$ cat src/ecph_pkg.sv
// shared constants and types for the host-side extended parallel port
package ecph_pkg;

	// host word and register address
	localparam int unsigned WORD_W       = 8;
	localparam int unsigned ADDR_W       = 11;

	// register offsets from the port base
	localparam logic [10:0] OFS_DATA     = 11'h000;
	localparam logic [10:0] OFS_STATUS   = 11'h001;
	localparam logic [10:0] OFS_CONTROL  = 11'h002;
	localparam logic [10:0] OFS_QUEUE    = 11'h400;
	localparam logic [10:0] OFS_CFGB     = 11'h401;
	localparam logic [10:0] OFS_XCTL     = 11'h402;

	// values of the mode field
	localparam logic [2:0]  MODE_SPP     = 3'h0;
	localparam logic [2:0]  MODE_BIDIR   = 3'h1;
	localparam logic [2:0]  MODE_FIFO    = 3'h2;
	localparam logic [2:0]  MODE_EXT     = 3'h3;
	localparam logic [2:0]  MODE_EPP     = 3'h4;
	localparam logic [2:0]  MODE_TEST    = 3'h6;
	localparam logic [2:0]  MODE_CFG     = 3'h7;

	// line_control field positions
	localparam int unsigned LCTL_STROBE  = 0;
	localparam int unsigned LCTL_AUTOFD  = 1;
	localparam int unsigned LCTL_INIT    = 2;
	localparam int unsigned LCTL_SELIN   = 3;
	localparam int unsigned LCTL_ACKIE   = 4;
	localparam int unsigned LCTL_DIR     = 5;

	// extended_control field positions
	localparam int unsigned XCTL_MODE    = 5;
	localparam int unsigned XCTL_ERRIE_B = 4;
	localparam int unsigned XCTL_DMA_REQUEST_ENABLE   = 3;
	localparam int unsigned XCTL_SVC     = 2;
	localparam int unsigned XCTL_FULL    = 1;
	localparam int unsigned XCTL_EMPTY   = 0;

	// reset values and fixed read values
	localparam logic [7:0]  DATA_RESET   = 8'h00;
	localparam logic [5:0]  LCTL_RESET   = 6'h00;
	localparam logic [7:0]  XCTL_RESET   = 8'h00;
	localparam logic [7:0]  CFGA_VALUE   = 8'h10;
	localparam logic        CFGB_COMPRESS = 1'b0;

	// shared queue geometry and service threshold
	localparam int unsigned FIFO_DEPTH   = 16;
	localparam logic [4:0]  FIFO_FULL_CNT = 5'h10;
	localparam logic [4:0]  SVC_THRESH   = 5'h08;

	// data setup time before the strobe falls
	localparam int unsigned CLOCK_NS     = 100;
	localparam int unsigned SETUP_NS     = 100;
	localparam int unsigned SETUP_CYC    = (SETUP_NS + CLOCK_NS - 1) / CLOCK_NS;

	typedef enum logic [1:0] {
		FW_IDLE   = 2'b00,
		FW_SETUP  = 2'b01,
		FW_STROBE = 2'b11,
		FW_WAIT   = 2'b10
	} ecph_fw_t;

	typedef enum logic [1:0] {
		DIR_FWD    = 2'b00,
		DIR_TO_REV = 2'b01,
		DIR_REV    = 2'b11,
		DIR_TO_FWD = 2'b10
	} ecph_dir_t;

	typedef enum logic [1:0] {
		RV_IDLE  = 2'b00,
		RV_REQ   = 2'b01,
		RV_LATCH = 2'b11,
		RV_PUSH  = 2'b10
	} ecph_rv_t;

endpackage : ecph_pkg

$ cat src/ecph_port.sv
// host-side extended capabilities parallel port: registers, queue, link engines
// Summary of operation
// - epp mode: control may override only write line; control still drives strobe, auto feed, init and select in
// - host bus word is eight bits
// - status and control reachable in every mode
// - all queue ports share one 16-byte queue
// - config b reports selected irq and dma
// - no negotiation; dma burst both directions
// - compatibility mode handshake runs in hardware
// - run byte consumed, next byte repeated
// - compression optional; not built, flag reads zero
// - forward strobe interlocked with peripheral busy
// - host ack low requests reverse byte
// - no data drive until reverse ack permits
// - fault input in forward raises error interrupt
// - reverse request low selects reverse direction
// - mode select held deasserted in ext mode
// - three-bit mode field selects port mode
// - status bit 7 inverted busy, 3-6 direct
`timescale 1ns/1ps
`default_nettype none
module ecph_port
	import ecph_pkg::*;
(
	input  wire logic        i_clock,
	input  wire logic        i_rst_b,
	input  wire logic        i_cs,
	input  wire logic [10:0] i_addr,
	input  wire logic        i_rd,
	input  wire logic        i_wr,
	input  wire logic [7:0]  i_wdata,
	output logic      [7:0]  o_rdata,
	input  wire logic        i_dack,
	output logic             o_drq,
	input  wire logic [2:0]  i_irq_sel,
	input  wire logic [2:0]  i_dma_sel,
	input  wire logic [7:0]  i_periph_data_bus,
	output logic      [7:0]  o_periph_data_bus,
	output logic             o_periph_data_bus_oe,
	output logic             o_host_clock_strobe,
	output logic             o_host_ack_output,
	output logic             o_initialize_output,
	output logic             o_mode_select_output,
	output logic             o_epp_write_b,
	input  wire logic        i_periph_clock_ack,
	input  wire logic        i_periph_ack_busy,
	input  wire logic        i_paper_error_input,
	input  wire logic        i_select,
	input  wire logic        i_fault_input,
	output logic             o_error_irq
);

	typedef struct packed {
		logic [7:0] data;
		logic [5:0] lctl;
		logic [2:0] mode;
		logic       err_en_b;
		logic       dma_en;
		logic       svc;
		ecph_fw_t   fw;
		logic [1:0] setup;
		logic [8:0] fw_word;
		ecph_dir_t  dir;
		ecph_rv_t   rv;
		logic [7:0] rv_byte;
		logic       rv_cmd;
		logic [7:0] run;
		logic [7:0] reps;
		logic [7:0] rdata;
		logic       err_irq;
	} ecph_port_st_t;

	localparam ecph_port_st_t ST_RESET = '{
		data:     DATA_RESET,
		lctl:     LCTL_RESET,
		mode:     XCTL_RESET[7:5],
		err_en_b: XCTL_RESET[XCTL_ERRIE_B],
		dma_en:   XCTL_RESET[XCTL_DMA_REQUEST_ENABLE],
		svc:      XCTL_RESET[XCTL_SVC],
		fw:       FW_IDLE,
		dir:      DIR_FWD,
		rv:       RV_IDLE,
		default:  '0
	};

	ecph_port_st_t s, n;

	// address match on the selected port window
	function automatic logic hit(input logic [10:0] a, input logic [10:0] ofs);
		return i_cs && (a == ofs);
	endfunction : hit

	logic       mode_ext;
	logic       mode_queue;
	logic       fwd_run;
	logic       rev_want;
	logic       q_sel;
	logic       host_wr_q;
	logic       host_wr_a;
	logic       host_rd_q;
	logic       q_push;
	logic [8:0] q_wdata;
	logic       q_pop;
	logic [8:0] q_head;
	logic       q_full;
	logic       q_empty;
	logic [4:0] q_count;
	logic       q_flush;
	logic       rv_push;
	logic       sk_in_valid;
	logic       sk_in_ready;
	logic       sk_valid;
	logic       sk_ready;
	logic [8:0] sk_data;
	logic [7:0] rd_mux;

	// mode decode for the queue modes and the link direction
	assign mode_ext    = (s.mode == MODE_EXT);
	assign mode_queue  = (s.mode == MODE_FIFO) || mode_ext;
	assign fwd_run     = (s.mode == MODE_FIFO) || (mode_ext && s.dir == DIR_FWD);
	assign rev_want    = mode_ext && s.lctl[LCTL_DIR];

	// host and dma accesses to the one shared queue
	assign q_sel       = (hit(i_addr, OFS_QUEUE) && (mode_queue || s.mode == MODE_TEST))
		|| i_dack;
	assign host_wr_q   = i_wr && q_sel;
	assign host_wr_a   = i_wr && hit(i_addr, OFS_DATA) && mode_ext;
	assign host_rd_q   = i_rd && q_sel;
	assign q_push      = rv_push || host_wr_q || host_wr_a;
	assign q_wdata     = rv_push ? {1'b0, s.rv_byte} : {host_wr_a, i_wdata};
	assign sk_in_valid = fwd_run && !q_empty;
	assign q_pop       = (sk_in_valid && sk_in_ready) || (host_rd_q && !sk_in_valid);
	assign q_flush     = i_wr && hit(i_addr, OFS_XCTL)
		&& (i_wdata[7:5] == MODE_SPP || i_wdata[7:5] == MODE_BIDIR);

	ecph_queue u_queue (
		.i_clock     (i_clock),
		.i_rst_b     (i_rst_b),
		.i_flush     (q_flush),
		.i_push      (q_push),
		.i_push_data (q_wdata),
		.i_pop       (q_pop),
		.o_head      (q_head),
		.o_full      (q_full),
		.o_empty     (q_empty),
		.o_count     (q_count)
	);

	ecph_skid u_skid (
		.i_clock (i_clock),
		.i_rst_b (i_rst_b),
		.i_flush (q_flush),
		.i_valid (sk_in_valid),
		.o_ready (sk_in_ready),
		.i_data  (q_head),
		.o_valid (sk_valid),
		.i_ready (sk_ready),
		.o_data  (sk_data)
	);

	// the strobe engine takes a word only while the peripheral is not busy
	assign sk_ready = (s.fw == FW_IDLE) && !i_periph_ack_busy;
	assign rv_push  = (s.rv == RV_PUSH) && !q_full;

	// register read selection, registered into the read data
	always_comb begin
		rd_mux = 8'h00;
		if (hit(i_addr, OFS_STATUS)) begin
			rd_mux = {~i_periph_ack_busy, i_periph_clock_ack, i_paper_error_input,
				i_select, i_fault_input, 3'h0};
		end else if (hit(i_addr, OFS_CONTROL)) begin
			rd_mux = {2'h0, s.lctl};
		end else if (hit(i_addr, OFS_XCTL)) begin
			rd_mux = {s.mode, s.err_en_b, s.dma_en, s.svc, q_full, q_empty};
		end else if (hit(i_addr, OFS_DATA) && s.mode == MODE_BIDIR && s.lctl[LCTL_DIR]) begin
			rd_mux = i_periph_data_bus;
		end else if (hit(i_addr, OFS_DATA) && s.mode == MODE_SPP) begin
			rd_mux = s.data;
		end else if (hit(i_addr, OFS_QUEUE) && s.mode == MODE_CFG) begin
			rd_mux = CFGA_VALUE;
		end else if (hit(i_addr, OFS_CFGB) && s.mode == MODE_CFG) begin
			rd_mux = {CFGB_COMPRESS, s.err_irq, i_irq_sel, i_dma_sel};
		end else if (q_sel) begin
			rd_mux = q_head[7:0];
		end
	end

	// next state: registers, forward, direction and reverse engines
	always_comb begin
		n = s;
		if (i_rd) begin
			n.rdata = rd_mux;
		end
		if (i_wr && hit(i_addr, OFS_DATA) && !mode_ext) begin
			n.data = i_wdata;
		end
		if (i_wr && hit(i_addr, OFS_CONTROL)) begin
			n.lctl = i_wdata[5:0];
		end
		if (i_wr && hit(i_addr, OFS_XCTL)) begin
			n.mode     = i_wdata[7:5];
			n.err_en_b = i_wdata[XCTL_ERRIE_B];
			n.dma_en   = i_wdata[XCTL_DMA_REQUEST_ENABLE];
			n.svc      = i_wdata[XCTL_SVC];
		end
		// threshold sets the service flag after any software clear, only with dma off in a queue mode
		if (!s.dma_en && mode_queue && (fwd_run ? (q_count <= SVC_THRESH)
			: (q_count >= FIFO_FULL_CNT - SVC_THRESH))) begin
			n.svc = 1'b1;
		end
		n.err_irq = (s.dir == DIR_FWD) && !i_fault_input && !s.err_en_b;

		// forward: setup, strobe low until busy, release until not busy
		unique case (s.fw)
			FW_IDLE: begin
				if (sk_valid && sk_ready) begin
					n.fw_word = sk_data;
					n.setup   = 2'(SETUP_CYC - 1);
					n.fw      = FW_SETUP;
				end
			end
			FW_SETUP: begin
				if (s.setup == 2'h0) begin
					n.fw = FW_STROBE;
				end else begin
					n.setup = s.setup - 2'h1;
				end
			end
			FW_STROBE: begin
				if (i_periph_ack_busy) begin
					n.fw = FW_WAIT;
				end
			end
			FW_WAIT: begin
				if (!i_periph_ack_busy) begin
					n.fw = FW_IDLE;
				end
			end
		endcase

		// direction change waits on the peripheral's reverse ack
		unique case (s.dir)
			DIR_FWD: begin
				if (rev_want && s.fw == FW_IDLE && !sk_valid) begin
					n.dir = DIR_TO_REV;
				end
			end
			DIR_TO_REV: begin
				if (!i_paper_error_input) begin
					n.dir = DIR_REV;
				end
			end
			DIR_REV: begin
				if (!rev_want && s.rv == RV_IDLE) begin
					n.dir = DIR_TO_FWD;
				end
			end
			DIR_TO_FWD: begin
				if (i_paper_error_input) begin
					n.dir = DIR_FWD;
				end
			end
		endcase

		// reverse: request, latch on clock ack, expand runs into the queue
		unique case (s.rv)
			RV_IDLE: begin
				if (s.dir == DIR_REV && rev_want && !q_full) begin
					n.rv = RV_REQ;
				end
			end
			RV_REQ: begin
				if (!i_periph_clock_ack) begin
					n.rv_byte = i_periph_data_bus;
					n.rv_cmd  = !i_periph_ack_busy;
					n.rv      = RV_LATCH;
				end else if (!rev_want) begin
					n.rv = RV_IDLE; // withdraw the request so the turn to forward can finish
				end
			end
			RV_LATCH: begin
				if (i_periph_clock_ack) begin
					if (s.rv_cmd) begin
						if (!s.rv_byte[7]) begin
							n.run = {1'b0, s.rv_byte[6:0]};
						end
						n.rv = RV_IDLE;
					end else begin
						n.reps = s.run + 8'h01;
						n.run  = 8'h00;
						n.rv   = RV_PUSH;
					end
				end
			end
			RV_PUSH: begin
				if (rv_push) begin
					n.reps = s.reps - 8'h01;
					if (s.reps == 8'h01) begin
						n.rv = RV_IDLE;
					end
				end
			end
		endcase
	end

	always_ff @(posedge i_clock or negedge i_rst_b) begin
		if (!i_rst_b) begin
			s <= ST_RESET;
		end else begin
			s <= n;
		end
	end

	// pin drive per mode; queue modes hand the lines to the engines
	always_comb begin
		o_periph_data_bus              = mode_queue ? s.fw_word[7:0] : s.data;
		o_host_clock_strobe  = mode_queue ? (s.fw != FW_STROBE) : ~s.lctl[LCTL_STROBE];
		o_host_ack_output    = ~s.lctl[LCTL_AUTOFD];
		o_initialize_output  = s.lctl[LCTL_INIT];
		o_mode_select_output = ~s.lctl[LCTL_SELIN];
		o_epp_write_b        = 1'b1;
		o_periph_data_bus_oe           = !s.lctl[LCTL_DIR];
		if (s.mode == MODE_SPP || s.mode == MODE_FIFO) begin
			o_periph_data_bus_oe = 1'b1;
		end
		if (s.mode == MODE_EPP) begin
			o_epp_write_b = s.lctl[LCTL_DIR];
		end
		if (mode_ext) begin
			o_mode_select_output = 1'b1;
			o_initialize_output  = !(s.dir == DIR_TO_REV || s.dir == DIR_REV);
			o_periph_data_bus_oe           = (s.dir == DIR_FWD);
			if (s.dir == DIR_FWD) begin
				o_host_ack_output = (s.fw == FW_IDLE) || !s.fw_word[8];
			end else begin
				o_host_ack_output = (s.rv != RV_REQ);
			end
		end
	end

	// dma request follows queue room or content in the active direction
	assign o_drq = s.dma_en && ((fwd_run && mode_queue && !q_full)
		|| (s.dir == DIR_REV && !q_empty));
	assign o_rdata     = s.rdata;
	assign o_error_irq = s.err_irq;
endmodule : ecph_port
`default_nettype wire

$ cat src/ecph_queue.sv
// shared sixteen-byte queue with tag bit, last-byte reread on empty
`timescale 1ns/1ps
`default_nettype none
module ecph_queue
	import ecph_pkg::*;
(
	input  wire logic       i_clock,
	input  wire logic       i_rst_b,
	input  wire logic       i_flush,
	input  wire logic       i_push,
	input  wire logic [8:0] i_push_data,
	input  wire logic       i_pop,
	output logic      [8:0] o_head,
	output logic            o_full,
	output logic            o_empty,
	output logic      [4:0] o_count
);

	typedef struct packed {
		logic [15:0][8:0] mem;
		logic [3:0]       wr;
		logic [3:0]       rd;
		logic [4:0]       cnt;
		logic [8:0]       last;
	} ecph_queue_st_t;

	ecph_queue_st_t s, n;
	logic           do_push;
	logic           do_pop;

	// status and head word come straight from the state
	assign o_full  = (s.cnt == FIFO_FULL_CNT);
	assign o_empty = (s.cnt == 5'h00);
	assign o_count = s.cnt;
	assign o_head  = o_empty ? s.last : s.mem[s.rd];
	assign do_push = i_push && !o_full;
	assign do_pop  = i_pop && !o_empty;

	// full queue drops writes, empty queue keeps the last word
	always_comb begin
		n = s;
		if (do_push) begin
			n.mem[s.wr] = i_push_data;
			n.wr        = s.wr + 4'h1;
		end
		if (do_pop) begin
			n.last = s.mem[s.rd];
			n.rd   = s.rd + 4'h1;
		end
		n.cnt = s.cnt + {4'h0, do_push} - {4'h0, do_pop};
		if (i_flush) begin
			n.wr  = 4'h0;
			n.rd  = 4'h0;
			n.cnt = 5'h00;
		end
	end

	always_ff @(posedge i_clock or negedge i_rst_b) begin
		if (!i_rst_b) begin
			s <= '0;
		end else begin
			s <= n;
		end
	end

endmodule : ecph_queue
`default_nettype wire

$ cat src/ecph_skid.sv
// two-entry buffer between the queue and the forward strobe engine
`timescale 1ns/1ps
`default_nettype none
module ecph_skid
	import ecph_pkg::*;
(
	input  wire logic       i_clock,
	input  wire logic       i_rst_b,
	input  wire logic       i_flush,
	input  wire logic       i_valid,
	output logic            o_ready,
	input  wire logic [8:0] i_data,
	output logic            o_valid,
	input  wire logic       i_ready,
	output logic      [8:0] o_data
);

	typedef struct packed {
		logic [1:0][8:0] word;
		logic [1:0]      cnt;
	} ecph_skid_st_t;

	ecph_skid_st_t s, n;
	logic          take;
	logic          give;

	assign o_ready = (s.cnt != 2'h2);
	assign o_valid = (s.cnt != 2'h0);
	assign o_data  = s.word[0];
	assign take    = i_valid && o_ready;
	assign give    = o_valid && i_ready;

	// shift out the head, then append at the first free slot
	always_comb begin
		n = s;
		if (give) begin
			n.word[0] = s.word[1];
			n.cnt     = n.cnt - 2'h1;
		end
		if (take) begin
			n.word[n.cnt[0]] = i_data;
			n.cnt            = n.cnt + 2'h1;
		end
		if (i_flush) begin
			n.cnt = 2'h0;
		end
	end

	always_ff @(posedge i_clock or negedge i_rst_b) begin
		if (!i_rst_b) begin
			s <= '0;
		end else begin
			s <= n;
		end
	end

endmodule : ecph_skid
`default_nettype wire

$ cat config.mk
export PLATFORM = sky130hd
export DESIGN_NAME = ecph_port
export DESIGN_NICKNAME = d
export VERILOG_FILES = /design/src/ecph_pkg.sv /design/src/ecph_port.sv /design/src/ecph_queue.sv /design/src/ecph_skid.sv
export SDC_FILE = /design/constraint.sdc
export NUM_CORES = 1
export LEC_CHECK = 0
export BUFFER_PORTS_ARGS = -buffer_cell sky130_fd_sc_hd__buf_2
export CORE_MARGIN = 2
export CORE_UTILIZATION = 40
export DETAILED_ROUTE_END_ITERATION = 16
export PLACE_DENSITY = 0.58
export SETUP_SLACK_MARGIN = 0.02
export SYNTH_ARGS = -nofsm -noshare
export SYNTH_HDL_FRONTEND = slang
export SYNTH_SLANG_ARGS = --single-unit
$ cat constraint.sdc
create_clock -name i_clock -period 3.6 [get_ports i_clock]
set_input_delay 0 -clock i_clock [delete_from_list [all_inputs] [get_ports i_clock]]
set_output_delay 0 -clock i_clock [all_outputs]
set_load 0.01 [all_outputs]
After elaboration in Yosys (flattened, before gate mapping)
Index checks and enable logic that the tools add are counted.
Cells by class
  add/sub/neg operators: 9
  multiply operators: 0
  divide/modulo/power cells: 0
  order comparisons: 7
  eq/ne operators: 42
  shifts and indexed selects: 0
  multiplexer cells: 62
  bitwise operators: 5
  reductions and logical operators: 92
Operators with widths (count)
  $bwmux W144: 1
  $mux W8: 14
  $logic_and A1 B1 Y1: 45
  $mux W9: 5
  $bmux W9 S4: 1
  $demux W9 S4: 1
  $eq A11 B11 Y1 const B: 3
  $mux W2: 16
  $mux W13: 2
  $ne A2 B2 Y1 const B: 13
  $pmux W2 S4: 3
  $mux W11: 2
  $bwmux W18: 1
  $pmux W8 S2: 1
  $logic_not A1 Y1: 13
  $eq A2 B2 Y1 const B: 6
  $logic_or A1 B1 Y1: 12
  $reduce_and A4 Y1: 3
  $reduce_bool A2 Y1: 6
  $eq A11 B1 Y1 const B: 1
  $eq A11 B2 Y1 const B: 1
  $logic_not A11 Y1: 1
  $mux W1: 11
  $lt A4 B5 Y1 const B: 2
  other kinds (30): 53
Storage, ports and cells
  register bits: 257
  bits in latches: 0
  RAM bits: 0
  memory bits (read-only): 0
  input bits: 44
  output and inout port bits: 24
  word-level logic and storage cells: 257
  memories kept: 0

Longest topological paths before layout
  word-level depth: 13
  gate-level depth with buffers: 17
  depth with buffers taken out: 15

Modules after synthesis
Synthesis repeated with hierarchy kept, for this count alone.
Second synthesis, totals
  cells, all modules: 1063
  area, all modules: 13317.8 um2
By module, submodules not included
  ecph_queue: instances 1, cells each 529, area an instance 8082.8 um2, seq. area each 4154.0 um2
  ecph_port: instances 1, cells each 432, area an instance 4225.3 um2, seq. area each 1751.7 um2
  ecph_skid: instances 1, cells each 102, area an instance 1009.7 um2, seq. area each 500.5 um2

Least setup slack after synthesis
Ideal clock, no wire load.
  path kind: register -> register
  start point: register s[36] (netlist bit)
  end point: register u_queue.s, in the netlist u_queue.o_count[4]
  library setup time: 0.130 ns
  arrival time: 2.822 ns
  data required time: 3.470 ns
  path slack: 0.648 ns
  cell stages (with the launch flop): 17
  buffers on the path: 2
  period minus slack after synthesis: 2.952 ns
  cell sequence: dfrtp_1 > clkbuf_1 > o21ai_0 > nand2_1 > a31oi_1 > or2_2 > clkbuf_1 > inv_1 > ha_1 > inv_1 > ha_1 > fa_1 > a21oi_1 > nor2_1 > nor2_1 > xnor2_1 > nor2_1
RTL lines
  from (decl): RTL line ecph_port.sv:86  | ecph_port_st_t s, n;
  from (signal assigned): RTL line ecph_port.sv:310  | s <= n;
  to (signal assigned): RTL line ecph_queue.sv:62  | s <= n;
  to (decl): RTL line ecph_queue.sv:27  | ecph_queue_st_t s, n;

Final worst setup path
  start point: register u_queue.s[15] (netlist bit)
  end point: register s, in the netlist o_rdata[3]
On the way
  word-level cells in the longest chain between the ends: 11
Ends and longest elaborated chain
  $bmux W9 S4: RTL line ecph_queue.sv:35  | assign o_head = o_empty ? s.last : s.mem[s.rd];
  $mux W9 (implied by the code): RTL line ecph_queue.sv:35
  $mux W9: RTL line ecph_queue.sv:35
  $mux W8: RTL line ecph_port.sv:183  | end else if (q_sel) begin
  $mux W8: RTL line ecph_port.sv:181  | end else if (hit(i_addr, OFS_CFGB) && s.mode == MODE_CFG) begin
  $mux W8: RTL line ecph_port.sv:179  | end else if (hit(i_addr, OFS_QUEUE) && s.mode == MODE_CFG) begin
  $mux W8: RTL line ecph_port.sv:177  | end else if (hit(i_addr, OFS_DATA) && s.mode == MODE_SPP) begin
  $mux W8: RTL line ecph_port.sv:175  | end else if (hit(i_addr, OFS_DATA) && s.mode == MODE_BIDIR && s.lctl[LCTL_DIR]) begin
  $mux W8: RTL line ecph_port.sv:173  | end else if (hit(i_addr, OFS_XCTL)) begin
  $mux W8: RTL line ecph_port.sv:171  | end else if (hit(i_addr, OFS_CONTROL)) begin
  $mux W8: RTL line ecph_port.sv:168  | if (hit(i_addr, OFS_STATUS)) begin
Every way passes these cells. The select of a mux whose other input is x is not followed.
A chain may end at the register's enable or synchronous reset.

==> impl_metrics.ini <==
[run_status]
outcome = completed

[hold_path]
hold_class = in2async

[cells_and_area]
final_area_sq_um = 15420
antenna_cells = 0
layout.nets = 1260
fill_cells = 2956
area_growth_pct = 16.14
fin_util = 0.4727
drive_above_1_share = 0.3342

[place]
portBuffers = 67
dp_hpwl_um = 24950
post_dp_cell_area_sq_um = 14060
gp_routability_congestion = 0.9479

[sta]
skew_ns = 0.01355
period_needed_ns = 3.279
final_hold_viol_count = 0
slew_viol_final = 0
setup-tns-final_ns = 0
worstMarginPinSlew_ns = 0.9615
fmax_mhz = 305.0
rsz0062_at_grt = false
finalCritPeriodShare = 0.9108
slew_headroom = 0.3531
setup_viol = 0

[routing]
wire_per_inst_um = 21.48
ant_nets = 0
wl_um = 35590
via_per_inst = 5.629
drtIter0Drc = 665
num_vias = 9327
drc_errors = 0
firstDrtPassIters = 5

[synth]
synth_flop_cell = dfrtp_1
async_flop_share = 1.000
avgSynthCellArea_sq_um = 11.93
syn_area_sq_um = 13280
synth-edff-count = 0
synth_cells = 1113
ys_ff_latch = 256
synth_cell_types = 71
ys_warn_count = 0
ys_seq_area_frac = 0.4825
syn_nets = 1178

[critical_path]
r2r_slack_ns = 0.32
path_cells = buf_4 -> mux4_2 -> mux2i_1 -> mux2_2 -> nor2_1 -> a221oi_1 -> o221ai_1 -> dlygate4sd3_1
r2r-start = u_queue.s[15]$_DFFE_PN0P_
rr_worst_depth = 8
crit_fanout = 20
r2r_end = o_rdata[3]$_DFFE_PN0P_
cp_slowest_stage_delay_ns = 0.60
cp-end-kind = flop
crit_buf_inv = 2
criticalPathCategory = reg2reg
crit_required_ns = 4.03
cp-start-kind = flop
path_delay_family = buffers and inverters
cp_slowest_cell = dfrtp_2
critPathArrivalTime_ns = 3.71

[floorplanning]
fp.dieW_um = 186.2
rows = 66
core_sq_um = 32620
die_y_um = 186.2
io_pins = 68
start_util = 0.4070
die_area_sq_um = 34660

[cts]
clock_latency_ns = 0.56
cts_max_level = 1
clkTransAtPathRegs_ns = 0.06
cts_resized = 0
ctsLongestPathBuffers = 3
cts_tree = done
cts_sinks = 256
ctsRootBufferMaster = clkbuf_16
numCtsBuffers = 29

[pwr]
clkPwrFrac = 0.252
switching_share = 0.3504
leakagePower_nw = 6.903
p_sw_w = 0.004386
total_power_w = 0.01251
combPwrFrac = 0.378
seq_power_share = 0.370
internal_power_w = 0.008129
powerDensity_nw_per_um2 = 811.6
vdd_drop_max_v = 0.0004761

[job]
maxCapViolCount = 0

[global_route]
grt_overflow_total = 0
first_global_vias = 9374
grt_max_degree = 102
grt_pass1_wl_um = 55480
antenna_found_initial = 0
track_usage = 0.2101
cell type report:
cell class | instances | area, sq um | area share
clock inverters | 8 | 163.9 | 0.01063
flip-flops and latches | 256 | 6409 | 0.4156
clock buffers | 43 | 868.3 | 0.05631
inverters | 32 | 120.1 | 0.007790
repair buffers | 125 | 888.4 | 0.05761
multi-input cells | 751 | 6417 | 0.4162
well taps | 442 | 553.0 | 0.03586
timing repair:
| action | in CTS | in global routing |
|---|---|---|
| hold endpoints to repair | 146 | 0 |
| buffers inserted | 0 | 0 |
| hold buffers | 33 | 0 |
logic make-up after synthesis:
family / after synthesis / synth area share
simple gates: 262 / 0.1107
compound gates: 193 / 0.09594
fa+ha+maj: 22 / 0.02111
mux: 263 / 0.2477
xor+xnor: 11 / 0.007257
flops: 256 / 0.4825
buf+inv: 106 / 0.03478
per-layer routing:
metal	GRT usage	routed length (um)	vias to the layer above
met5	0	0	-
met4	0.06961	1246	0
met3	0.02823	1779	69
met2	0.3364	16120	277
met1	0.2963	16440	4707
li1	-	-	4274
power groups by stage:
| stage | Combinational, W | Sequential, W | Clock (W) |
|---|---|---|---|
| after floorplan | 0.00364 | 0.00437 | 0 |
| after global placement | 0.00466 | 0.00466 | 0 |
| after detailed placement | 0.00472 | 0.00468 | 0 |
| after CTS | 0.00479 | 0.00464 | 0.00323 |
| after global routing | 0.00522 | 0.00478 | 0.00335 |
| final | 0.00473 | 0.00464 | 0.00315 |
registers in the layout, summed over array words and instances, names as in the netlist:
register and cells:
u_skid.s 11, u_queue.o_count 5, u_skid.o_data 9, u_queue.s 161
o_error_irq 1, s 61, o_rdata 8
through the flow:
step | hold slack [ns] | worst slack [ns] | cells
floorplan | -0.2956 | 0.6482 | 1113
global placement | 0.02137 | 0.5256 | 1573
finish | 0.005553 | 0.3210 | 1657
CTS | 0.03555 | 0.3492 | 1657
global route | 0.05319 | 0.1692 | 1657
detailed placement | 0.02477 | 0.4904 | 1573
synthesized netlist by cell type (4+ instances only):
master	number	area [sq um]
and3_1	11	68.82
buf_4	9	67.56
a21oi_1	43	215.2
buf_1	5	18.77
nand2b_1	8	50.05
mux2_2	202	2275
nor2b_1	12	75.07
clkbuf_1	48	180.2
or3_1	7	43.79
nand4_4	4	85.08
a211o_1	7	61.31
o21ai_0	51	255.2
o211ai_1	4	30.03
dfrtp_1	256	6406
nand4_1	8	50.05
nand4_2	5	62.56
ha_1	20	250.2
a22oi_1	4	30.03
xnor2_1	8	70.07
nand3b_1	4	30.03
a32oi_1	6	52.55
inv_1	32	120.1
nor4_1	4	25.02
nor2_2	5	31.28
o221ai_1	7	61.31
a31o_2	4	35.03
o31ai_1	6	45.04
nand3_4	4	70.07
nand2_1	75	281.5
a22o_1	6	52.55
buf_2	11	55.05
a31oi_1	11	68.82
a221oi_1	6	52.55
nand3_1	29	145.1
nor3_1	10	50.05
and2_1	4	25.02
a21o_1	4	30.03
a211oi_1	4	30.03
nor2_1	54	202.7
o41ai_1	4	35.03
mux4_2	32	720.7
o22ai_1	4	25.02
mux2i_1	27	270.3
worst reg2reg max path: stages (launching register included):
cell and delay, ns:
dfrtp_2 0.60, buf_4 0.42, mux4_2 0.39, mux2i_1 0.20, mux2_2 0.24, nor2_1 0.07
a221oi_1 0.47, o221ai_1 0.18, dlygate4sd3_1 0.58
cells in the final DEF, fill, tap and decap left out, types with 32 or more instances in the layout:
| cell | count |
|---|---|
| o21ai_0 | 51 |
| nand2_1 | 75 |
| dlygate4sd3_1 | 33 |
| mux4_2 | 32 |
| mux2_2 | 202 |
| a21oi_1 | 43 |
| nor2_1 | 54 |
| inv_1 | 32 |
| buf_2 | 66 |
| dfrtp_1 | 254 |
how the worst max path moves through the flow:
| stage | from | to | slack, ns | cells after the start |
|---|---|---|---|---|
| finish | u_queue.s[15]$_DFFE_PN0P_ | o_rdata[3]$_DFFE_PN0P_ | 0.32 | 8 |
| detailed placement | s[55]$_DFFE_PN0P_ | u_queue.o_count[4]$_DFF_PN0_ | 0.49 | 15 |
| global placement | s[56]$_DFFE_PN0P_ | u_queue.o_count[4]$_DFF_PN0_ | 0.53 | 14 |
| CTS | u_queue.s[15]$_DFFE_PN0P_ | o_rdata[3]$_DFFE_PN0P_ | 0.35 | 8 |
| global route | u_queue.s[15]$_DFFE_PN0P_ | o_rdata[3]$_DFFE_PN0P_ | 0.17 | 8 |
| floorplan | s[36]$_DFFE_PN0P_ | u_queue.o_count[4]$_DFF_PN0_ | 0.65 | 16 |
Note: power is estimated with default switching activity, not from simulation.
